File: src/design/cju_pkg.sv
// Shared constants of the conditional jump unit
package cju_pkg;

  // Datapath widths
  localparam int PC_W     = 20;  // Program counter width
  localparam int OFS_W    = 10;  // Signed word offset width
  localparam int SW_W     = 16;  // Status word width
  localparam int AXI_AW   = 8;   // Register bus address width
  localparam int AXI_DW   = 32;  // Register bus data width

  // Status word bit positions
  localparam int SW_C_BIT      = 0;  // Carry flag
  localparam int SW_Z_BIT      = 1;  // Zero flag
  localparam int SW_N_BIT      = 2;  // Negative flag
  localparam int SW_GIE_BIT    = 3;  // global_irq_enable mode bit
  localparam int SW_CPU_OFF_BIT_BIT = 4;  // cpu_off_bit mode bit
  localparam int SW_OSCILLATOR_OFF_BIT_BIT = 5;  // oscillator_off_bit mode bit
  localparam int SW_V_BIT      = 8;  // Overflow flag

  // Reset values
  localparam logic [SW_W-1:0] SW_RESET   = 16'h0000;  // Status word after reset
  localparam logic [PC_W-1:0] PC_RESET   = 20'h00000; // Target register after reset
  localparam logic [1:0]      CTRL_RESET = 2'h1;      // Counting enabled after reset

  // Register byte offsets
  localparam logic [AXI_AW-1:0] REG_CTRL   = 8'h00;  // Control
  localparam logic [AXI_AW-1:0] REG_STATUS = 8'h04;  // Status word, read only
  localparam logic [AXI_AW-1:0] REG_TARGET = 8'h08;  // Last resolved target, read only
  localparam logic [AXI_AW-1:0] REG_TAKEN  = 8'h0c;  // Taken jump count, read only

  // Control fields
  localparam int CTRL_COUNT_EN_BIT = 0;  // Count taken jumps
  localparam int CTRL_CLEAR_BIT    = 1;  // Write 1 to clear the count

  // Bus responses
  localparam logic [1:0] RESP_OKAY   = 2'h0;  // Accepted
  localparam logic [1:0] RESP_SLVERR = 2'h2;  // Unmapped address

  // Jump kinds as delivered by decode
  typedef enum logic [2:0] {
    jump_on_carry,               // Also unsigned higher-or-same
    jump_on_zero,                // Also equal
    jump_signed_ge,              // Also jump_if_positive after V clear
    jump_signed_lt,
    jump_on_negative,
    jump_always
  } cju_kind_t;

endpackage : cju_pkg

File: src/design/cju_resolve.sv
`timescale 1ns/100ps
`default_nettype none
// Branch decision and relative target for one jump
module cju_resolve
  import cju_pkg::*;
(
  input  wire logic [2:0]      kind,       // Jump kind
  input  wire logic [SW_W-1:0] flags,      // Current status word
  input  wire logic [PC_W-1:0] pc_next,    // Address of word after the jump
  input  wire logic [OFS_W-1:0] offset,    // Signed word offset
  output logic                 taken,      // Branch is taken
  output logic [PC_W-1:0]      target      // Branch target
);

  // Flag taps
  wire logic flag_c = flags[SW_C_BIT];  // Carry
  wire logic flag_z = flags[SW_Z_BIT];  // Zero
  wire logic flag_n = flags[SW_N_BIT];  // Negative
  wire logic flag_v = flags[SW_V_BIT];  // Overflow

  // Offset doubled then sign extended to the full counter width
  wire logic [OFS_W:0]  ofs_x2  = {offset, 1'b0};
  wire logic [PC_W-1:0] ofs_ext = {{(PC_W-OFS_W-1){offset[OFS_W-1]}}, ofs_x2};

  // Modulo add, so targets wrap across both ends of the address space
  assign target = pc_next + ofs_ext;

  // Condition selection per kind
  always_comb begin
    case (cju_kind_t'(kind))
      jump_on_carry:    taken = flag_c;
      jump_on_zero:     taken = flag_z;
      jump_signed_ge:   taken = ~(flag_n ^ flag_v);
      jump_signed_lt:   taken = flag_n ^ flag_v;
      jump_on_negative: taken = flag_n;
      jump_always:      taken = 1'b1;
      default:          taken = 1'b0;                // Unknown kind falls through
    endcase
  end

endmodule : cju_resolve
`default_nettype wire

File: src/design/cju_top.sv
// Behaviour
// - Carry jump branches when carry is set
// - Zero jump branches when zero is set
// - Signed ge branches when N equals V
// - Signed lt branches when N differs V
// - Negative jump branches when N is set
// - Unconditional jump always loads relative target
// - Target is PC plus doubled sign-extended offset
// - Reach -512..+511 words, whole address space
// - Jumps never change C, Z, N, V
// - Jumps never change oscillator, cpu, irq bits
// - AND/BIT/rotate/sign-extend/test clear V
//
// The AXI4-Lite register port and the register addresses are this design's own decisions.
`timescale 1ns/100ps
`default_nettype none
module cju_top
  import cju_pkg::*;
(
  input  wire logic              ref_clk,        // 125 MHz clock
  input  wire logic              rst,            // Async reset, active high
  // Jump request from decode
  input  wire logic              jump_valid,     // One-cycle jump request
  input  wire logic [2:0]        jump_kind,      // Jump kind code
  input  wire logic [OFS_W-1:0]  jump_offset,    // Signed word offset
  input  wire logic [PC_W-1:0]   jump_pc_next,   // Address of word after jump
  // Resolution to fetch
  output logic                   pc_load,        // Pulse: load pc_value
  output logic [PC_W-1:0]        pc_value,       // New program counter
  output logic                   jump_done,      // Pulse: jump resolved
  output logic                   jump_taken,     // Branch decision of jump_done
  // Status word update from the arithmetic unit
  input  wire logic              sw_we,          // Status word write strobe
  input  wire logic [SW_W-1:0]   sw_wdata,       // Status word from the ALU
  input  wire logic              sw_op_clears_v, // Write comes from a V-clearing op
  output logic [SW_W-1:0]        status_word,    // Current status word
  // AXI4-Lite slave
  input  wire logic [AXI_AW-1:0] s_axi_awaddr,   // Write address
  input  wire logic              s_axi_awvalid,  // Write address valid
  output logic                   s_axi_awready,  // Write address ready
  input  wire logic [AXI_DW-1:0] s_axi_wdata,    // Write data
  input  wire logic [3:0]        s_axi_wstrb,    // Write byte enables
  input  wire logic              s_axi_wvalid,   // Write data valid
  output logic                   s_axi_wready,   // Write data ready
  output logic [1:0]             s_axi_bresp,    // Write response
  output logic                   s_axi_bvalid,   // Write response valid
  input  wire logic              s_axi_bready,   // Write response ready
  input  wire logic [AXI_AW-1:0] s_axi_araddr,   // Read address
  input  wire logic              s_axi_arvalid,  // Read address valid
  output logic                   s_axi_arready,  // Read address ready
  output logic [AXI_DW-1:0]      s_axi_rdata,    // Read data
  output logic [1:0]             s_axi_rresp,    // Read response
  output logic                   s_axi_rvalid,   // Read data valid
  input  wire logic              s_axi_rready    // Read data ready
);

  // ---------------------------------------------------------------
  // State
  // ---------------------------------------------------------------
  logic [SW_W-1:0]   sw_reg;          // Status word
  logic [SW_W-1:0]   sw_next;         // Status word next value
  logic              pc_load_reg;     // Load pulse
  logic [PC_W-1:0]   pc_value_reg;    // Last resolved target
  logic              done_reg;        // Resolved pulse
  logic              taken_reg;       // Last decision
  logic [1:0]        ctrl_reg;        // Control bits
  logic [AXI_DW-1:0] taken_cnt_reg;   // Taken jump count
  logic [AXI_DW-1:0] taken_cnt_next;  // Count next value
  logic              ctrl_clear;      // Count clear strobe from a control write

  // Bus slave state
  logic              aw_hold_reg;     // Write address captured
  logic [AXI_AW-1:0] aw_addr_reg;     // Captured write address
  logic              w_hold_reg;      // Write data captured
  logic [AXI_DW-1:0] w_data_reg;      // Captured write data
  logic [3:0]        w_strb_reg;      // Captured byte enables
  logic              bvalid_reg;      // Response pending
  logic [1:0]        bresp_reg;       // Response code
  logic              rvalid_reg;      // Read data pending
  logic [AXI_DW-1:0] rdata_reg;       // Read data
  logic [1:0]        rresp_reg;       // Read response code

  // ---------------------------------------------------------------
  // Branch resolution
  // ---------------------------------------------------------------
  logic            res_taken;   // Decision from the resolver
  logic [PC_W-1:0] res_target;  // Target from the resolver

  // Decision and target from the live status word
  cju_resolve u_resolve (
    .kind    (jump_kind),
    .flags   (sw_reg),
    .pc_next (jump_pc_next),
    .offset  (jump_offset),
    .taken   (res_taken),
    .target  (res_target)
  );

  // Fall-through keeps the address after the jump, so fetch just goes on
  wire logic [PC_W-1:0] pc_chosen = res_taken ? res_target : jump_pc_next;
  wire logic            take_now  = jump_valid & res_taken;                 // Branch this cycle

  // Registered resolution outputs, one cycle after the request
  always_ff @(posedge ref_clk or posedge rst) begin
    if (rst) begin
      pc_load_reg  <= 1'b0;
      pc_value_reg <= PC_RESET;
      done_reg     <= 1'b0;
      taken_reg    <= 1'b0;
    end else begin
      pc_load_reg <= take_now;
      done_reg    <= jump_valid;
      if (jump_valid) begin
        pc_value_reg <= pc_chosen;
        taken_reg    <= res_taken;
      end
    end
  end

  assign pc_load    = pc_load_reg;
  assign pc_value   = pc_value_reg;
  assign jump_done  = done_reg;
  assign jump_taken = taken_reg;

  // ---------------------------------------------------------------
  // Status word
  // ---------------------------------------------------------------
  // Only the arithmetic unit writes it; a jump has no path into it
  always_comb begin
    sw_next = sw_reg;
    if (sw_we) begin
      sw_next = sw_wdata;
      if (sw_op_clears_v) begin
        sw_next[SW_V_BIT] = 1'b0;
      end
    end
  end

  // Status word register
  always_ff @(posedge ref_clk or posedge rst) begin
    if (rst) begin
      sw_reg <= SW_RESET;
    end else begin
      sw_reg <= sw_next;
    end
  end

  assign status_word = sw_reg;

  // ---------------------------------------------------------------
  // Taken counter
  // ---------------------------------------------------------------
  wire logic cnt_inc = take_now & ctrl_reg[CTRL_COUNT_EN_BIT];  // Count enabled branches

  // Clear from software, but a branch in the same cycle still counts
  always_comb begin
    taken_cnt_next = taken_cnt_reg;
    if (ctrl_clear) begin
      taken_cnt_next = '0;
    end
    if (cnt_inc) begin
      taken_cnt_next = taken_cnt_next + 32'h1;
    end
  end

  // Counter register
  always_ff @(posedge ref_clk or posedge rst) begin
    if (rst) begin
      taken_cnt_reg <= '0;
    end else begin
      taken_cnt_reg <= taken_cnt_next;
    end
  end

  // ---------------------------------------------------------------
  // AXI4-Lite write path
  // ---------------------------------------------------------------
  // Address and data are taken in either order and held until both exist
  assign s_axi_awready = ~aw_hold_reg & ~bvalid_reg;
  assign s_axi_wready  = ~w_hold_reg & ~bvalid_reg;

  wire logic aw_take  = s_axi_awvalid & s_axi_awready;  // Address taken
  wire logic w_take   = s_axi_wvalid & s_axi_wready;    // Data taken
  wire logic aw_have  = aw_hold_reg | aw_take;          // Address available
  wire logic w_have   = w_hold_reg | w_take;            // Data available
  wire logic wr_fire  = aw_have & w_have;               // Write happens now

  // Effective address and data of the write
  wire logic [AXI_AW-1:0] wr_addr = aw_hold_reg ? aw_addr_reg : s_axi_awaddr;
  wire logic [AXI_DW-1:0] wr_data = w_hold_reg ? w_data_reg : s_axi_wdata;
  wire logic [3:0]        wr_strb = w_hold_reg ? w_strb_reg : s_axi_wstrb;

  // Write decode
  wire logic wr_ctrl   = wr_fire & (wr_addr == REG_CTRL);
  wire logic wr_ro     = (wr_addr == REG_STATUS) | (wr_addr == REG_TARGET) | (wr_addr == REG_TAKEN);
  wire logic wr_mapped = (wr_addr == REG_CTRL) | wr_ro;
  wire logic ctrl_lane = wr_ctrl & wr_strb[0];                        // Control lives in lane 0
  assign ctrl_clear = ctrl_lane & wr_data[CTRL_CLEAR_BIT];            // Clear strobe

  // Capture of a lone address or lone data beat
  always_ff @(posedge ref_clk or posedge rst) begin
    if (rst) begin
      aw_hold_reg <= 1'b0;
      aw_addr_reg <= '0;
      w_hold_reg  <= 1'b0;
      w_data_reg  <= '0;
      w_strb_reg  <= '0;
    end else begin
      aw_hold_reg <= aw_have & ~wr_fire;
      w_hold_reg  <= w_have & ~wr_fire;
      if (aw_take) begin
        aw_addr_reg <= s_axi_awaddr;
      end
      if (w_take) begin
        w_data_reg <= s_axi_wdata;
        w_strb_reg <= s_axi_wstrb;
      end
    end
  end

  // Response and control register
  always_ff @(posedge ref_clk or posedge rst) begin
    if (rst) begin
      bvalid_reg <= 1'b0;
      bresp_reg  <= RESP_OKAY;
      ctrl_reg   <= CTRL_RESET;
    end else begin
      if (wr_fire) begin
        bvalid_reg <= 1'b1;
        bresp_reg  <= wr_mapped ? RESP_OKAY : RESP_SLVERR;
      end else if (s_axi_bready) begin
        bvalid_reg <= 1'b0;
      end
      if (ctrl_lane) begin
        ctrl_reg[CTRL_COUNT_EN_BIT] <= wr_data[CTRL_COUNT_EN_BIT];
      end
    end
  end

  assign s_axi_bvalid = bvalid_reg;
  assign s_axi_bresp  = bresp_reg;

  // ---------------------------------------------------------------
  // AXI4-Lite read path
  // ---------------------------------------------------------------
  assign s_axi_arready = ~rvalid_reg;

  wire logic ar_take = s_axi_arvalid & s_axi_arready;  // Read address taken

  // Read decode; narrow registers sit in the low bits
  wire logic rd_ctrl   = (s_axi_araddr == REG_CTRL);
  wire logic rd_status = (s_axi_araddr == REG_STATUS);
  wire logic rd_target = (s_axi_araddr == REG_TARGET);
  wire logic rd_taken  = (s_axi_araddr == REG_TAKEN);
  wire logic rd_mapped = rd_ctrl | rd_status | rd_target | rd_taken;

  wire logic [AXI_DW-1:0] rd_word =
    rd_ctrl   ? {{(AXI_DW-1){1'b0}}, ctrl_reg[CTRL_COUNT_EN_BIT]} :
    rd_status ? {{(AXI_DW-SW_W){1'b0}}, sw_reg} :
    rd_target ? {{(AXI_DW-PC_W){1'b0}}, pc_value_reg} :
    rd_taken  ? taken_cnt_reg : '0;

  // Read data register, answered one cycle after the address
  always_ff @(posedge ref_clk or posedge rst) begin
    if (rst) begin
      rvalid_reg <= 1'b0;
      rdata_reg  <= '0;
      rresp_reg  <= RESP_OKAY;
    end else begin
      if (ar_take) begin
        rvalid_reg <= 1'b1;
        rdata_reg  <= rd_word;
        rresp_reg  <= rd_mapped ? RESP_OKAY : RESP_SLVERR;
      end else if (s_axi_rready) begin
        rvalid_reg <= 1'b0;
      end
    end
  end

  assign s_axi_rvalid = rvalid_reg;
  assign s_axi_rdata  = rdata_reg;
  assign s_axi_rresp  = rresp_reg;

endmodule : cju_top
`default_nettype wire

File: config.mk
export PLATFORM = sky130hd
export DESIGN_NAME = cju_top
export DESIGN_NICKNAME = d
export VERILOG_FILES = /design/src/design/cju_pkg.sv /design/src/design/cju_resolve.sv /design/src/design/cju_top.sv
export SDC_FILE = /design/constraint.sdc
export NUM_CORES = 1
export LEC_CHECK = 0
export BUFFER_PORTS_ARGS = -buffer_cell sky130_fd_sc_hd__buf_4
export CAP_MARGIN = 0
export CELL_PAD_IN_SITES_DETAIL_PLACEMENT = 1
export CELL_PAD_IN_SITES_GLOBAL_PLACEMENT = 1
export CORE_MARGIN = 1.5
export CORE_UTILIZATION = 25
export CTS_CLUSTER_DIAMETER = 80
export DETAILED_ROUTE_END_ITERATION = 7
export PLACE_DENSITY_LB_ADDON = 0.1
export SETUP_SLACK_MARGIN = 0.4
export SYNTH_ARGS = -nofsm -noshare
export SYNTH_HDL_FRONTEND = slang
export SYNTH_SLANG_ARGS = --single-unit
File: constraint.sdc
create_clock -name ref_clk -period 8.4 [get_ports ref_clk]
set_clock_uncertainty 0.1 [all_clocks]
set_input_delay 1.68 -clock ref_clk [delete_from_list [all_inputs] [get_ports ref_clk]]
set_output_delay 1.68 -clock ref_clk [all_outputs]
set_load 0.03 [all_outputs]
==> Word-level counts from Yosys, hierarchy flattened <==
Cells that the tools add are included.
{ "word_totals": {"reg_bits": 123, "input_bits": 111, "output_inout_bits": 80} }
{ "classes": {"addsub": 2, "n_eq_ne": 11, "muxes": 18, "n_bitwise": 28, "n_reduce_logical": 5} }
{ "op_table": {"columns": ["op", "count"], "rows": [
  ["$mux W32", 6],
  ["$add A32 B1 Y32 const B", 1],
  ["$eq A8 B4 Y1 const B", 4],
  ["$add A20 B20 Y20", 1],
  ["$mux W20", 1],
  ["$eq A8 B3 Y1 const B", 2],
  ["$logic_not A8 Y1", 2],
  ["$and A1 B1 Y1", 13],
  ["$mux W8", 1],
  ["$or A1 B1 Y1", 8],
  ["$eq A3 B2 Y1 const B", 2],
  ["$eq A3 B3 Y1 const B", 2],
  ["$mux W1", 6],
  ["$mux W2", 3],
  ["$not A1 Y1", 6],
  ["$pmux W1 S6", 1],
  ["$reduce_bool A2 Y1", 2],
  ["$eq A3 B1 Y1 const B", 1],
  ["$logic_not A3 Y1", 1],
  ["$xor A1 B1 Y1", 1]
]} }

==> Logic depth before layout (Yosys ltp) <==
Gate-level depths: netlist of the first run.
{ "depth": {"depth_word": 11, "depth_mapped": 12} }

==> Modules after synthesis <==
Synthesis of the first run repeated with hierarchy kept, for this count alone.
{ "hier_totals": {"hier_cells": 661, "area_unflattened_um2": 6685.2} }
{ "modules_own_cells": {"columns": ["module", "n_inst", "cells_each", "area_each_um2", "seq_area_each_um2"], "rows": [
  ["cju_top", 1, 536, 5765.5, 3029.2],
  ["cju_resolve", 1, 125, 919.6, 0.0]
]} }

==> Worst setup path after synthesis of the first run <==
OpenSTA, ideal clock, no wires.
{ "synth_timing": {"path_kind": "input-to-reg", "from": "input s_axi_awaddr[0]", "to": "register taken_cnt_reg[30]", "t_arrival_ps": 3977, "required_ps": 8168, "setup_slack_ps": 4191, "path_stages": 10, "n_path_buf": 0, "path_cell_list": "or4_1 > or4_4 > a2111oi_4 > and2b_1 > nor2b_1 > ha_1 > nand4_1 > nor4_1 > xnor2_1 > nor2_1"} }
{ "synth_between": {"elab_chain_cells": 8} }
{ "synth_rtl": {"columns": ["element", "line", "source"], "rows": [
  ["from (decl)", "cju_top.sv:38", "input wire logic [AXI_AW-1:0] s_axi_awaddr,"],
  ["$mux W8 (*)", "cju_top.sv:189", "wire logic [AXI_AW-1:0] wr_addr = aw_hold_reg ? aw_addr_reg : s_axi_awaddr;"],
  ["$logic_not A8 Y1 (*)", "cju_top.sv:194", "wire logic wr_ctrl = wr_fire & (wr_addr == REG_CTRL);"],
  ["$and A1 B1 Y1 (*)", "cju_top.sv:194", null],
  ["$and A1 B1 Y1 (*)", "cju_top.sv:197", "wire logic ctrl_lane = wr_ctrl & wr_strb[0];"],
  ["$and A1 B1 Y1 (*)", "cju_top.sv:198", "assign ctrl_clear = ctrl_lane & wr_data[CTRL_CLEAR_BIT];"],
  ["$mux W32 (*)", "cju_top.sv:158", "if (ctrl_clear) begin"],
  ["$add A32 B1 Y32", "cju_top.sv:162", "taken_cnt_next = taken_cnt_next + 32'h1;"],
  ["$mux W32 (*)", "cju_top.sv:161", "if (cnt_inc) begin"],
  ["named net taken_cnt_next[30]", "cju_top.sv:68", "logic [AXI_DW-1:0] taken_cnt_next;"],
  ["to (signal assigned)", "cju_top.sv:171", "taken_cnt_reg <= taken_cnt_next;"],
  ["to (decl)", "cju_top.sv:67", "logic [AXI_DW-1:0] taken_cnt_reg;"]
]} }
The timed path passes the listed nets; every way through them passes the cells marked *.
A chain may end at the register's enable or synchronous reset.

==> Worst setup path after layout of the first run <==
{ "layout_timing": {"from": "input s_axi_awaddr[0]", "to": "register taken_cnt_reg[18]"} }
Same word-level chain as after synthesis.

==> summary.md, run 1 <==
| Metric | Value |
|---|---|
| Status | `finished, final reports clean` |
| Finished Layout Cells | `1131` |
| Top-area cell type share of the netlist area | `47.4%` |
| Total global-route track usage | `15.4%` |
| Most frequent cells in the layout | `buf_4 (158), dfrtp_1 (120), nor2_1 (86), a21oi_1 (56), nand2_1 (50)` |
| DRT iter0 DRCs | `177` |
| Yosys reg bits | `121` |
| Critical path arrival | `4.79 ns` |
| N_diodes | `0` |
| Seq/Total Area, Yosys | `47.8%` |
| Unrepaired setup endpoints after global routing | `no` |
| Die ar. | `0.0263 mm^2` |
| CP required | `8.59 ns` |
| Hold Crit Class | `flip-flop to flip-flop` |
| Layout net count | `919` |
| Mapped cell area | `0.00634 mm^2` |
| Yosys top cell by area | `dfrtp_1` |
| # fillers | `2849` |
| Post-cts resize count | `0` |
| Final min period | `4.61 ns` |
| Worst-Margin Slew | `1.23 ns` |
| Crit. End Element | `flip-flop` |
| Static leakage | `3.97 nW` |
| Max-cap viol count | `0` |
| Die W | `162 um` |
| Maximum operating frequency | `0.217 GHz` |
| Maximum buffer depth of the clock tree | `2` |
| IO Pins | `191` |
| Largest net degree at the start of global routing | `77` |
| PwrDens | `230 mW/mm^2` |
| Worst path top cell family by delay | `simple AND/OR/NAND/NOR gates` |
| Setup WS post-layout | `3.79 ns` |
| RR Startpoint | `aw_hold_reg` |
| Layout cell share with drive strength beyond 1 | `28.0%` |
| Final setup TNS | `0 ns` |
| Mean area per synthesized cell | `9.92 um^2` |
| Final Cycle Share | `54.9%` |
| Post-layout util | `33.8%` |
| Placer's final routability congestion estimate | `0.826` |
| VDD IR max | `0.106 mV` |
| Final Hold Viols | `0` |
| First-pass GRT wire length | `31.5 mm` |
| Drt drc | `0` |
| RR Endpoint | `taken_cnt_reg[18]` |
| Cell Chain, Critical Path | `buf_4 > or4_1 > or4_4 > a2111oi_4 > and2b_1 > buf_4 > nor2b_1 > ha_1 > nand4_1 > nor3_1 > xnor2_1 > nor2_1` |
| DR WL/cell | `17.2 um` |
| Initial antenna violation count | `0` |
| CP bufs+invs | `2` |
| Min-Delay Endpoint | `s_axi_rdata[0]` |
| Depth of the worst register-to-register path | `10` |
| Detailed placer's ending HPWL | `14.8 mm` |
| CTS clk-pin slew, worst paths | `0.05 ns` |
| Worst Min Path Start | `s_axi_rdata[0]` |
| Hold buffer count at CTS | `0` |
| Placeable Area | `0.0250 mm^2` |
| Synth warn | `0` |
| Starting Density | `25.3%` |
| CTS tree | `yes` |
| WHS Path Cells | `2` |
| Ranking of synthesized cells by area | `dfrtp_1 (47%), mux2_2 (5.1%), nor2_1 (5.1%), mux2i_1 (5.1%), a21oi_1 (4.4%)` |
| CTS Sinks | `121` |
| Setup bufs post-CTS | `0` |
| CP Launch Type | `input pin` |
| Slowest-stage cell, CP | `or4_1` |
| Post-synth cell types | `51` |
| Routed Wire Length | `19.4 mm` |
| Placed Instances | `1099` |
| Cells after synthesis | `639` |
| Final ANT Viol Nets | `0` |
| Crit Path Class | `input pin to flip-flop` |
| Worst skew pair latency | `0.42 ns` |
| Vias | `5320` |
| Number of global-route vias before repair | `5699` |
| H-tree levels | `4` |
| Final setup vio count | `0` |
| Most common cell on crit path | `buf_4` |
| Number of flops mapped to enable cells by yosys | `0` |
| Slew Limit Headroom | `17.6%` |
| Area growth syn-to-layout | `33.5%` |
| Post-synth top flop | `dfrtp_1` |
| CP max stage delay | `0.52 ns` |
| Total power | `1.95 mW` |
| Fin. max-slew vios | `0` |
| R2R setup slack | `5.09 ns` |
| Clock Root Buffer | `clkbuf_16` |
| Pre-CTS WS | `3.38 ns` |
| Via density | `4.70` |
| Critical Path Fanout Max | `33` |
| Commonest non-fill, non-tap cell in the layout | `buf_4` |
| Router iterations before antenna repair | `4` |
| Ys async rst share | `100%` |
| Total grt overflow | `0` |
| Die span in y | `162 um` |
| PortBufs | `155` |
| CTS buffer count | `17` |
| Num rows | `58` |
routing by layer:
metal	vias up	part of all wire (%)	global-route usage (%)	wire [um]
met4	0	1.4	4.63	278
met2	123	48	25.4	9380
li1	2556	-	-	-
met1	2626	46	20.1	8860
met5	-	0	0	0
met3	15	4.6	3.65	903
kinds of logic (layout without fill, tap and decap cells):
family	Yosys count	in the layout	share of synthesized area, %
AO/OA/AOI/OAI	133	133	12.8
XOR/XNOR	42	42	6.04
adder cells (fa/ha/maj)	20	20	4.06
buffers and inverters	41	202	2.56
flip-flops	121	121	47.8
multiplexers	62	62	10.6
other	1	2	0.0591
AND/OR/NAND/NOR	219	219	16.1
metrics by stage:
step	instance area (um^2)	hold WS, ns
final	8470	0.381
after global routing	8470	0.399
after CTS	8470	0.382
after detailed placement	7830	0.371
after global placement	7830	0.361
after floorplan	6340	0.380
worst min-delay path, stage by stage (launching register included):
cell	delay, ns
dfrtp_1	0.35
nand2_1	0.05
nand2_1	0.05
cells in the mapped netlist, drive strengths merged, types with 2 or more instances:
library cell	n
nand2	50
a21oi	56
ha	19
a211oi	4
a21o	7
and4	2
nor2b	8
buf	6
xor2	19
a22o	12
o21ai	34
a22oi	2
nand4	4
o22ai	2
mux2	29
nor4	6
inv	12
or3	2
nor4b	2
nor3	14
dfrtp	120
and2	4
mux2i	32
o21bai	2
xnor2	22
o21a	7
nor3b	2
clkbuf	23
nand3	18
nor2	86
or4	5
and3	12
final cells by class:
cell class,count,area [um^2],share of cell area (%)
tap,330,413,4.88
sequential,121,3030,35.8
multi-input combinational,478,3150,37.2
timing repair buffer,158,1190,14.0
inverter,12,47.5,0.561
clock buffer,22,474,5.60
clock inverter,10,165,1.95
power breakdown:
group | internal (mW) | total (mW) | switching (mW)
clock | 0.521 | 0.788 | 0.267
combinational | 0.190 | 0.439 | 0.249
sequential | 0.654 | 0.723 | 0.0687
worst max-delay path by stage:
| stage | from | to | slack (ns) | cells after the start |
|---|---|---|---|---|
| 4_1_cts | s_axi_awaddr[0] | taken_cnt_reg[18] | 3.80 | 12 |
| 5_1_grt | s_axi_awaddr[0] | taken_cnt_reg[22] | 3.59 | 12 |
| 3_3_place_gp | s_axi_awaddr[0] | taken_cnt_reg[18] | 3.40 | 12 |
| 6_report | s_axi_awaddr[0] | taken_cnt_reg[18] | 3.79 | 12 |
| 2_1_floorplan | rst | aw_addr_reg[0] | 3.41 | 1 |
| 3_5_place_dp | s_axi_awaddr[0] | taken_cnt_reg[18] | 3.38 | 12 |
No activity file was read; power rests on OpenSTA's default activity.
==> run 2: changes to the inputs <==
- clock period: 8.4 -> 4.05 ns (I/O delays scaled with it)
==> run 2 against run 1 <==
Hold slack worse by 0.0063 ns; count of clock-buffer cells in the layout decreased by 5; critical path type unchanged; clock power up 110%.
==> summary.md, run 2 (synthesized netlist as in run 1, its figures left out) <==
| Metric | Value |
|---|---|
| Final ANT Viol Nets | `0 (unchanged)` |
| Final setup TNS | `0 ns (unchanged)` |
| Via density | `4.70 (about the same)` |
| PwrDens | `480 mW/mm^2 (+110%)` |
| Clock Root Buffer | `clkbuf_16` |
| Vias | `5336 (+0.30%)` |
| Area of the multi-input gates | `0.00315 mm^2 (unchanged)` |
| Worst skew pair latency | `0.42 ns (about the same)` |
| CTS tree | `yes` |
| Finished Layout Cells | `1135 (+0.35%)` |
| Number of global-route vias before repair | `5746 (+0.82%)` |
| Status | `finished, final reports clean` |
| Slew Limit Headroom | `18.5% (+0.96 points)` |
| Maximum operating frequency | `0.294 GHz` |
| Crit. End Element | `flip-flop` |
| Layout cell share with drive strength beyond 1 | `28.5% (+0.52 points)` |
| Final Cycle Share | `84.1%` |
| Worst Min Path Start | `s_axi_rdata[0]` |
| Placeable Area | `0.0250 mm^2 (unchanged)` |
| Total power | `4.09 mW (+110%)` |
| Die W | `162 um (unchanged)` |
| Die ar. | `0.0263 mm^2 (unchanged)` |
| Largest net degree at the start of global routing | `94 (+22%)` |
| Final setup vio count | `0 (unchanged)` |
| Unrepaired setup endpoints after global routing | `no` |
| Starting Density | `25.3% (unchanged)` |
| Routed Wire Length | `19.3 mm (-0.50%)` |
| Fin. max-slew vios | `0 (unchanged)` |
| First-pass GRT wire length | `31.1 mm (-1.3%)` |
| Commonest non-fill, non-tap cell in the layout | `buf_4` |
| Area growth syn-to-layout | `34.3%` |
| Critical Path Fanout Max | `31 (-6.1%)` |
| VDD IR max | `0.211 mV (+99%)` |
| Die span in y | `162 um (unchanged)` |
| Crit Path Class | `input pin to flip-flop` |
| Placed Instances | `1102 (+0.27%)` |
| CP Launch Type | `input pin` |
| Layout net count | `922 (+0.33%)` |
| Max-cap viol count | `0 (unchanged)` |
| Initial antenna violation count | `1 (+1)` |
| CTS Sinks | `121 (unchanged)` |
| FF+latch area | `0.00303 mm^2 (unchanged)` |
| RR Startpoint | `w_hold_reg` |
| PortBufs | `155 (unchanged)` |
| IO Pins | `191 (unchanged)` |
| Crit. Startpoint | `s_axi_awaddr[0]` |
| Drt drc | `0 (unchanged)` |
| H-tree levels | `4 (unchanged)` |
| Num rows | `58 (unchanged)` |
| Total grt overflow | `0 (unchanged)` |
| Hold Crit Class | `flip-flop to flip-flop` |
| Worst-Margin Slew | `1.22 ns (-0.0144 ns)` |
| # fillers | `2885 (+1.3%)` |
| DRT iter0 DRCs | `158 (-11%)` |
| Final min period | `3.41 ns` |
| Most frequent cells in the layout | `buf_4 (160), dfrtp_1 (120), nor2_1 (86), a21oi_1 (56), nand2_1 (50)` |
| CTS clk-pin slew, worst paths | `0.06 ns (about the same)` |
| Setup bufs post-CTS | `0 (unchanged)` |
| Placer's final routability congestion estimate | `0.842 (+1.9%)` |
| Router iterations before antenna repair | `6 (+2)` |
| Static leakage | `3.99 nW (+0.36%)` |
| Final Hold Viols | `0 (unchanged)` |
| Min Hold Slack | `0.375 ns (-0.00634 ns)` |
| Maximum buffer depth of the clock tree | `2 (unchanged)` |
| Total global-route track usage | `15.3% (-0.15 points)` |
| Critical path arrival | `3.59 ns (-1.20 ns)` |
| CP required | `4.24 ns (-4.35 ns)` |
| Detailed placer's ending HPWL | `14.5 mm (-1.9%)` |
| Post-cts resize count | `0 (unchanged)` |
| DR WL/cell | `17.0 um (-0.85%)` |
| CTS buffer count | `17 (unchanged)` |
| Hold buffer count at CTS | `0 (unchanged)` |
-- run 2: changes by cell type in the layout (fill, tap and decap cells not counted), moves of 2 or more --
cell,before,now
clkbuf_8,3,0
buf_4,158,160
clkinvlp_4,3,6
clkbuf_1,2,0
-- run 2: critical path, cell delays in order --
cell and delay (ns):
buf_4 0.11, or4_1 0.51, or4_4 0.46, a2111oi_4 0.47, and2b_1 0.24, buf_4 0.36, nand4b_2 0.30, nor4b_1 0.10
xnor2_1 0.16, nor2_1 0.06
-- run 2: layout make-up --
class	count	share of cell area, %
well taps	330	4.85
flip-flops and latches	121	35.6
clock buffers	17	4.99
repair buffers	161	14.3
clock inverters	15	2.63
inverters	12	0.573
diodes	1	0.0294
multi-input cells	478	37.0
-- run 2: worst paths after layout --
kind	to	slack, ns	cells past startpoint
min in group asynchronous	s_axi_rvalid	0.40	2
min reg2reg	s_axi_rdata[0]	0.37	2
max	taken_cnt_reg[26]	0.64	10
max in group asynchronous	aw_addr_reg[5]	2.52	3
min	s_axi_rdata[0]	0.37	2
max reg2reg	taken_cnt_reg[26]	1.04	9
-- run 2: power breakdown --
| part | switching, mW | total [mW] | internal (mW) |
|---|---|---|---|
| Clock | 0.589 | 1.68 | 1.09 |
| Combinational | 0.512 | 0.910 | 0.398 |
| Sequential | 0.141 | 1.50 | 1.36 |
| Total | 1.24 | 4.09 | 2.85 |
-- run 2: metal layers --
layer  wire, um  up-vias  GRT usage (%)
met3        757       18           3.17
met5          0        -              0
met1       9050     2639           20.4
met2       9270      110           24.8
met4        248        0           4.80
li1           -     2569              -
-- run 2: per-stage QoR --
stage | instance area [um^2] | setup WS [ns] | utilization (%)
detailed placement | 7870 | 0.189 | 31.4
floorplan | 6350 | 0.711 | -
global placement | 7870 | 0.232 | 31.4
global route | 8510 | 0.467 | 34.0
finish | 8520 | 0.645 | 34.0
CTS | 8510 | 0.624 | 34.0
